## src/np_tx_regs.svh

```systemverilog
`ifndef NP_TX_REGS_SVH
`define NP_TX_REGS_SVH

`define NPT_REG_IDX 12'h007
`define NPT_WORD_SHIFT 2
`define NPT_MORE_BIT 15
`define NPT_RSVD_BIT 14
`define NPT_TYPE_BIT 13
`define NPT_ACK_BIT 12
`define NPT_TOG_BIT 11
`define NPT_CODE_MSB 10
`define NPT_CODE_LSB 0
`define NPT_LO_LANE 0
`define NPT_HI_LANE 1
`define NPT_LO_LANE_MSB 7
`define NPT_HI_LANE_LSB 8
`define NPT_MORE_RST 1'b1
`define NPT_TYPE_RST 1'b1
`define NPT_ACK_RST 1'b0
`define NPT_TOG_RST 1'b0
`define NPT_CODE_RST 11'h008
`define NPT_RDATA_IDLE 32'h0000_0000

`endif

```

## src/np_tx_pkg.sv

```systemverilog
package np_tx_pkg;
  typedef logic [15:0] page_word_t;
  typedef logic [10:0] page_code_t;
  typedef logic [31:0] bus_word_t;
endpackage

```

## src/autoneg_next_page_transmit_reg.sv

```systemverilog
`timescale 1ns/10ps
`default_nettype none
`include "np_tx_regs.svh"
module autoneg_next_page_transmit_reg
  import np_tx_pkg::*;
#(
  parameter int ADDR_W = 12
) (
  input wire logic CLK_SYS,
  input wire logic RST_B,
  input wire logic PSEL,
  input wire logic PENABLE,
  input wire logic PWRITE,
  input wire logic [ADDR_W-1:0] PADDR,
  input wire logic [31:0] PWDATA,
  input wire logic [3:0] PSTRB,
  output logic [31:0] PRDATA,
  output logic PREADY,
  output logic PSLVERR,
  input wire logic ARB_STATUS_LOAD,
  input wire logic ARB_PAGE_TYPE,
  input wire logic ARB_COMPLY,
  input wire logic LCW_SENT,
  input wire logic LCW_SENT_TOGGLE,
  output logic [15:0] NEXT_PAGE_WORD,
  output logic MORE_PAGES
);

  localparam logic [ADDR_W-1:0] REG_ADDR =
    ADDR_W'(`NPT_REG_IDX) << `NPT_WORD_SHIFT;

  logic more_pages_q;
  logic page_type_q;
  logic comply_ack_q;
  logic sent_toggle_q;
  page_code_t code_q;
  page_word_t page_word;
  logic setup;
  logic access;
  logic hit;
  logic wr_hit;
  bus_word_t rdata_q;
  logic err_q;

  // whole-word match only; the low two address bits must be zero
  function automatic logic addr_hit(input logic [ADDR_W-1:0] a);
    addr_hit = (a == REG_ADDR);
  endfunction

  function automatic logic lane_on(input logic [3:0] strb, input int lane);
    lane_on = strb[lane];
  endfunction

  assign setup = PSEL && !PENABLE;
  assign access = PSEL && PENABLE;
  assign hit = addr_hit(PADDR);
  assign wr_hit = access && PWRITE && hit;

  // reserved bit 14 is never stored, so it always reads back as zero
  always_comb begin
    page_word = '0;
    page_word[`NPT_MORE_BIT] = more_pages_q;
    page_word[`NPT_TYPE_BIT] = page_type_q;
    page_word[`NPT_ACK_BIT] = comply_ack_q;
    page_word[`NPT_TOG_BIT] = sent_toggle_q;
    page_word[`NPT_CODE_MSB:`NPT_CODE_LSB] = code_q;
  end

  // more-pages flag: software owned
  always_ff @(posedge CLK_SYS or negedge RST_B) begin
    if (!RST_B) begin
      more_pages_q <= `NPT_MORE_RST;
    end else if (wr_hit && lane_on(PSTRB, `NPT_HI_LANE)) begin
      more_pages_q <= PWDATA[`NPT_MORE_BIT];
    end
  end

  // code field straddles both low byte lanes, each lane honoured alone
  always_ff @(posedge CLK_SYS or negedge RST_B) begin
    if (!RST_B) begin
      code_q <= `NPT_CODE_RST;
    end else if (wr_hit) begin
      if (lane_on(PSTRB, `NPT_LO_LANE)) begin
        code_q[`NPT_LO_LANE_MSB:`NPT_CODE_LSB] <= PWDATA[`NPT_LO_LANE_MSB:`NPT_CODE_LSB];
      end
      if (lane_on(PSTRB, `NPT_HI_LANE)) begin
        code_q[`NPT_CODE_MSB:`NPT_HI_LANE_LSB] <= PWDATA[`NPT_CODE_MSB:`NPT_HI_LANE_LSB];
      end
    end
  end

  // page type and comply ack belong to the arbitration logic, not software
  always_ff @(posedge CLK_SYS or negedge RST_B) begin
    if (!RST_B) begin
      page_type_q <= `NPT_TYPE_RST;
      comply_ack_q <= `NPT_ACK_RST;
    end else if (ARB_STATUS_LOAD) begin
      page_type_q <= ARB_PAGE_TYPE;
      comply_ack_q <= ARB_COMPLY;
    end
  end

  np_toggle_track u_toggle (
    .clk(CLK_SYS),
    .rst_b(RST_B),
    .word_sent(LCW_SENT),
    .sent_toggle(LCW_SENT_TOGGLE),
    .toggle_q(sent_toggle_q)
  );

  // read data and error are captured in setup so both stand in the access cycle
  always_ff @(posedge CLK_SYS or negedge RST_B) begin
    if (!RST_B) begin
      rdata_q <= `NPT_RDATA_IDLE;
    end else if (setup) begin
      rdata_q <= (!PWRITE && hit) ? {16'h0000, page_word} : `NPT_RDATA_IDLE;
    end
  end

  always_ff @(posedge CLK_SYS or negedge RST_B) begin
    if (!RST_B) begin
      err_q <= 1'b0;
    end else if (setup) begin
      err_q <= !hit;
    end
  end

  // zero wait states; a write to the read-only fields is silently dropped
  assign PREADY = 1'b1;
  assign PRDATA = rdata_q;
  assign PSLVERR = access && err_q;

  // the arbitration side takes the page straight from the register
  assign NEXT_PAGE_WORD = page_word;
  assign MORE_PAGES = more_pages_q;

  // helper: marks the first clock after reset release
  logic after_rst_q;
  always_ff @(posedge CLK_SYS or negedge RST_B) begin
    if (!RST_B) begin
      after_rst_q <= 1'b0;
    end else begin
      after_rst_q <= 1'b1;
    end
  end
endmodule
`default_nettype wire

```

## src/np_toggle_track.sv

```systemverilog
`timescale 1ns/10ps
`default_nettype none
`include "np_tx_regs.svh"
module np_toggle_track (
  input wire logic clk,
  input wire logic rst_b,
  input wire logic word_sent,
  input wire logic sent_toggle,
  output logic toggle_q
);

  // the next word must carry the opposite toggle of the last one exchanged
  always_ff @(posedge clk or negedge rst_b) begin
    if (!rst_b) begin
      toggle_q <= `NPT_TOG_RST;
    end else if (word_sent) begin
      toggle_q <= ~sent_toggle;
    end
  end
endmodule
`default_nettype wire

```

## config.mk

```make
export PLATFORM = sky130hd
export DESIGN_NAME = autoneg_next_page_transmit_reg
export DESIGN_NICKNAME = d
export VERILOG_FILES = /design/src/np_tx_pkg.sv /design/src/autoneg_next_page_transmit_reg.sv /design/src/np_toggle_track.sv
export VERILOG_INCLUDE_DIRS = /design/src
export SDC_FILE = /design/constraint.sdc
export NUM_CORES = 1
export LEC_CHECK = 0
export ABC_AREA = 0
export ABC_CLOCK_PERIOD_IN_PS = 1800
export BUFFER_PORTS_ARGS = -buffer_cell sky130_fd_sc_hd__buf_2
export CORE_MARGIN = 5
export CORE_UTILIZATION = 41
export CTS_CLUSTER_DIAMETER = 40
export DETAILED_ROUTE_END_ITERATION = 10
export HOLD_SLACK_MARGIN = 0.12
export PLACE_DENSITY_LB_ADDON = 0.15
export SYNTH_ARGS = -nofsm -noshare
export SYNTH_HDL_FRONTEND = slang
export SYNTH_SLANG_ARGS = --single-unit
```

## constraint.sdc

```tcl
create_clock -name CLK_SYS -period 1.8 [get_ports CLK_SYS]
set_input_delay 0 -clock CLK_SYS [delete_from_list [all_inputs] [get_ports CLK_SYS]]
set_output_delay 0 -clock CLK_SYS [all_outputs]
set_load 0.02 [all_outputs]
```

# Word-level counts from Yosys, hierarchy flattened
# Index checks and enable logic that the tools add are counted.
# op_classes
muxes	1
n_reduce_logical	12
eq_ne	1
n_bitwise	1
# ops
operator	count
$mux W16	1
$eq A12 B5 Y1 const B	1
$logic_and A1 B1 Y1	7
$reduce_and A2 Y1	2
$logic_not A1 Y1	3
$not A1 Y1	1
# word_totals
wordCells	23
in_bits	58
out_inout_bits	51
regBits	48

# Depth between registers and ports, before layout
# depth
depth_word	4
depth_mapped	5
mapped_depth_nobuf	3

# Hierarchy
# Synthesis repeated with hierarchy kept, for this count alone.
# hier_totals
cells_unflattened	104
area_unflattened_um2	1427.6
# by_module_without_submodules
module	cells_per_inst	n_inst	area_per_inst_um2
autoneg_next_page_transmit_reg	101	1	1388.8
np_toggle_track	3	1	38.8

# Worst setup path before layout
# OpenSTA, ideal clock, no wires.
# synth_path
path_type	in2reg
start	input PADDR[9]
end	register code_q[0]
required_time_ns	1.675
path_stages	3
setup_slack_ns	0.226
path_buffers	0
arrival_ns	1.449
setup_time_ns	0.125
path_cell_list	or4_4 -> nor4_4 -> mux2_2
# synth_via
elab_chain_len	3
# synth_lines
element	line	text
start: declaration	autoneg_next_page_transmit_reg.sv:14	input wire logic [ADDR_W-1:0] PADDR,
$eq A12 B5 Y1	autoneg_next_page_transmit_reg.sv:47	addr_hit = (a == REG_ADDR);
$logic_and A1 B1 Y1	autoneg_next_page_transmit_reg.sv:57	assign wr_hit = access && PWRITE && hit;
$reduce_and A2 Y1 (no source line)	n/a	
end signal: assignment	autoneg_next_page_transmit_reg.sv:81	code_q <= `NPT_CODE_RST;
end signal: indexed assignment	autoneg_next_page_transmit_reg.sv:84	code_q[`NPT_LO_LANE_MSB:`NPT_CODE_LSB] <= PWDATA[`NPT_LO_LANE_MSB:`NPT_CODE_LSB];
end signal: indexed assignment	autoneg_next_page_transmit_reg.sv:87	code_q[`NPT_CODE_MSB:`NPT_HI_LANE_LSB] <= PWDATA[`NPT_CODE_MSB:`NPT_HI_LANE_LSB];
end: declaration	autoneg_next_page_transmit_reg.sv:36	page_code_t code_q;
# Every way passes these cells.
# A chain may end at the register's enable or synchronous reset.

# Worst setup path after layout
# layout_path
start	input PADDR[9]
end	register code_q[2]
# The elaborated chain is that of the path after synthesis.

==> metrics.cfg <==
[status]
status = finished, final reports clean

[job]
cap_viol_max_count = 0

[cts]
clock_latency_ns = 0.32
htree_levels = 2
holdBufCountCts = 19
clk_path_buf_depth = 2
cts_resized = 0
clk_pin_slew_ns = 0.09
cts-root-buf = clkbuf_4
cts_tree = done
cts_sinks = 31
cts_buffers = 5
post_cts_buffers = 0

[floorplanning]
rows = 21
io-pin-count = 109
fp.dieW_um = 68.9
start_util_pct = 42.6
core-area_um2 = 3340
die_y_um = 68.9
die-area_um2 = 4740

[sta]
clock_skew_ns = 0.00973
tightestPinTransition_ns = 0.701
timing_hold_violations_final = 0
setup_tns_ns = 0
slew_headroom_pct = 53.3
fin_crit_sh_pct = 73.3
max_freq_mhz = 758
final.setup.worst_slack_ns = 0.480
slew_violations = 0
finalCriticalPeriod_ns = 1.32
setup_violations = 0
rsz0062_at_grt = false

[detailed_routing]
drt_wl_total_mm = 3.26
first_iter_violations = 51
vias = 1088
drt_first_pass_iters = 4
drc = 0
routed_via_density = 4.61
wire_per_inst_um = 13.8
antenna_left = 0

[power]
leakage_nw = 1.10
vdd_drop_max_v = 0.000453
power.density_nw_per_um2 = 658

[yosys]
synth_warnings = 0
syn_area_per_cell_um2 = 13.7
ys_ff_latch = 31
seq_area_frac_synth_pct = 54.8
syn_area_um2 = 1420
synth_cell_type_count = 21
postSynthCellCount = 104

[grt]
grt_pass1_wl_mm = 5.00
overflow = 0
grt_antenna_before_repair = 0
grtUsageTotal_pct = 14.7
grt_pass1_vias = 1053
grt_max_degree = 32

[final_layout]
antenna_cells = 0
area_growth_pct = 37.5
layout.nets = 248
drive_above_1_share_pct = 52.6

[critical_path]
cp.required_ns = 2.01
path_max_fanout = 8
crit_type = in -> reg
endpoint_kind = register
startpoint_type = input pin
crit_arrival_ns = 1.53

[min_path]
hold_class = in -> reg

[place]
io_buffer_count = 67
pre_cts_ws_ns = 0.128
routabilityCongestion = 0.622
post-dp-hpwl_mm = 2.29

==> metrics by stage <==
stage               instances  cell area, µm²  power (mW)  util, %  hold slack, ns
global route              236            1950        1.37     58.6           0.200
global placement          210            1710       0.858     51.2          0.0667
finish                    236            1950        1.29     58.6           0.136
floorplan                 121            1490       0.838        -          -0.296
CTS                       236            1950        1.30     58.6           0.129
detailed placement        210            1710       0.862     51.2          0.0666
==> kinds of logic (layout without fill, tap and decap cells) <==
family          count (synthesis)  count (layout)  synth area share (%)
flops                          31              31                  54.8
buf+inv                        26              95                  13.0
other cells                     2              19                 0.528
mux                            14              14                  11.1
compound gates                 17              17                  9.95
simple gates                   14              14                  10.6
==> cell type report <==
cell class	count	area, µm²
Clock inverter	1	5.00
Multi-Input combinational cell	64	520
Fill cell	297	1380
Clock buffer	6	51.3
Timing Repair Buffer	88	541
Tap cell	46	57.6
Sequential cell	31	779
==> per-layer routing <==
metal	GRT usage (%)	vias to the layer above	share of wire [%]
met5	0	-	0
met4	3.65	0	0.92
met3	6.32	4	10
met2	24.2	51	49
met1	17.6	523	39
li1	-	510	-
==> layout by cell type, fill, tap and decap left out <==
cell | Yosys | final
buf_2 | 1 | 67
dfrtp_1 | 28 | 28
conb_1 | 2 | 19
dlygate4sd3_1 | 0 | 19
a22o_1 | 15 | 15
mux2_2 | 14 | 14
clkbuf_4 | 0 | 5
dfstp_2 | 3 | 3
nor4_4 | 3 | 3
nand4_1 | 2 | 2
buf_4 | 23 | 2
and3_1 | 1 | 1
nand2b_1 | 1 | 1
or4_4 | 1 | 1
or4b_4 | 1 | 1
or4bb_4 | 1 | 1
or3b_2 | 1 | 1
nor2_1 | 1 | 1
a21oi_1 | 1 | 1
nor3_1 | 1 | 1
nand2_1 | 1 | 1
o21ai_0 | 1 | 1
clkinv_2 | 0 | 1
clkbuf_8 | 0 | 1
==> flip-flops by register name, indices dropped and copies added, names as in the netlist <==
signal             cells
u_toggle.toggle_q      1
page_type_q            1
PRDATA                15
err_q                  1
comply_ack_q           1
code_q                11
MORE_PAGES             1
==> Yosys cell counts <==
cell      instances  share of area [%]
nor2_1            1               0.26
or3b_2            1               0.62
dfrtp_1          28                 49
or4bb_4           1                1.1
or4_4             1               0.79
and3_1            1               0.44
conb_1            2               0.53
nand2b_1          1               0.44
nand4_1           2               0.88
nor4_4            3                4.5
dfstp_2           3                5.5
nor3_1            1               0.35
mux2_2           14                 11
buf_4            23                 12
clkbuf_1          2               0.53
buf_2             1               0.35
a22o_1           15                9.2
or4b_4            1               0.97
a21oi_1           1               0.35
o21ai_0           1               0.35
nand2_1           1               0.26
==> path summary, 6_finish.rpt <==
path                                     startpoint                        to  slack, ns  cells past startpoint
setup / recovery                           PADDR[9]     code_q[2]$_DFFE_PN0P_       0.48                      5
max in group asynchronous                     RST_B     PRDATA[5]$_DFFE_PN0P_       1.11                      2
hold reg to reg                   err_q$_DFFE_PN0P_         err_q$_DFFE_PN0P_       0.48                      2
min in group asynchronous                     RST_B    PRDATA[10]$_DFFE_PN0P_       0.25                      2
setup reg to reg           comply_ack_q$_DFFE_PN0P_  comply_ack_q$_DFFE_PN0P_       0.48                      2
hold / removal                             PADDR[1]         err_q$_DFFE_PN0P_       0.14                      4
==> critical path, stage by stage <==
cell    delay (ns)
buf_2         0.09
or4_4         0.59
nor4_4        0.28
buf_4         0.21
mux2_2        0.35
==> power by group <==
| part | switching (mW) | internal, mW | total, mW | leakage, nW |
|---|---|---|---|---|
| registers | 0.00589 | 0.707 | 0.713 | 0.415 |
| logic | 0.0967 | 0.0748 | 0.172 | 0.652 |
| clock network | 0.220 | 0.181 | 0.401 | 0.0341 |
(Power assumes the default switching activity.)
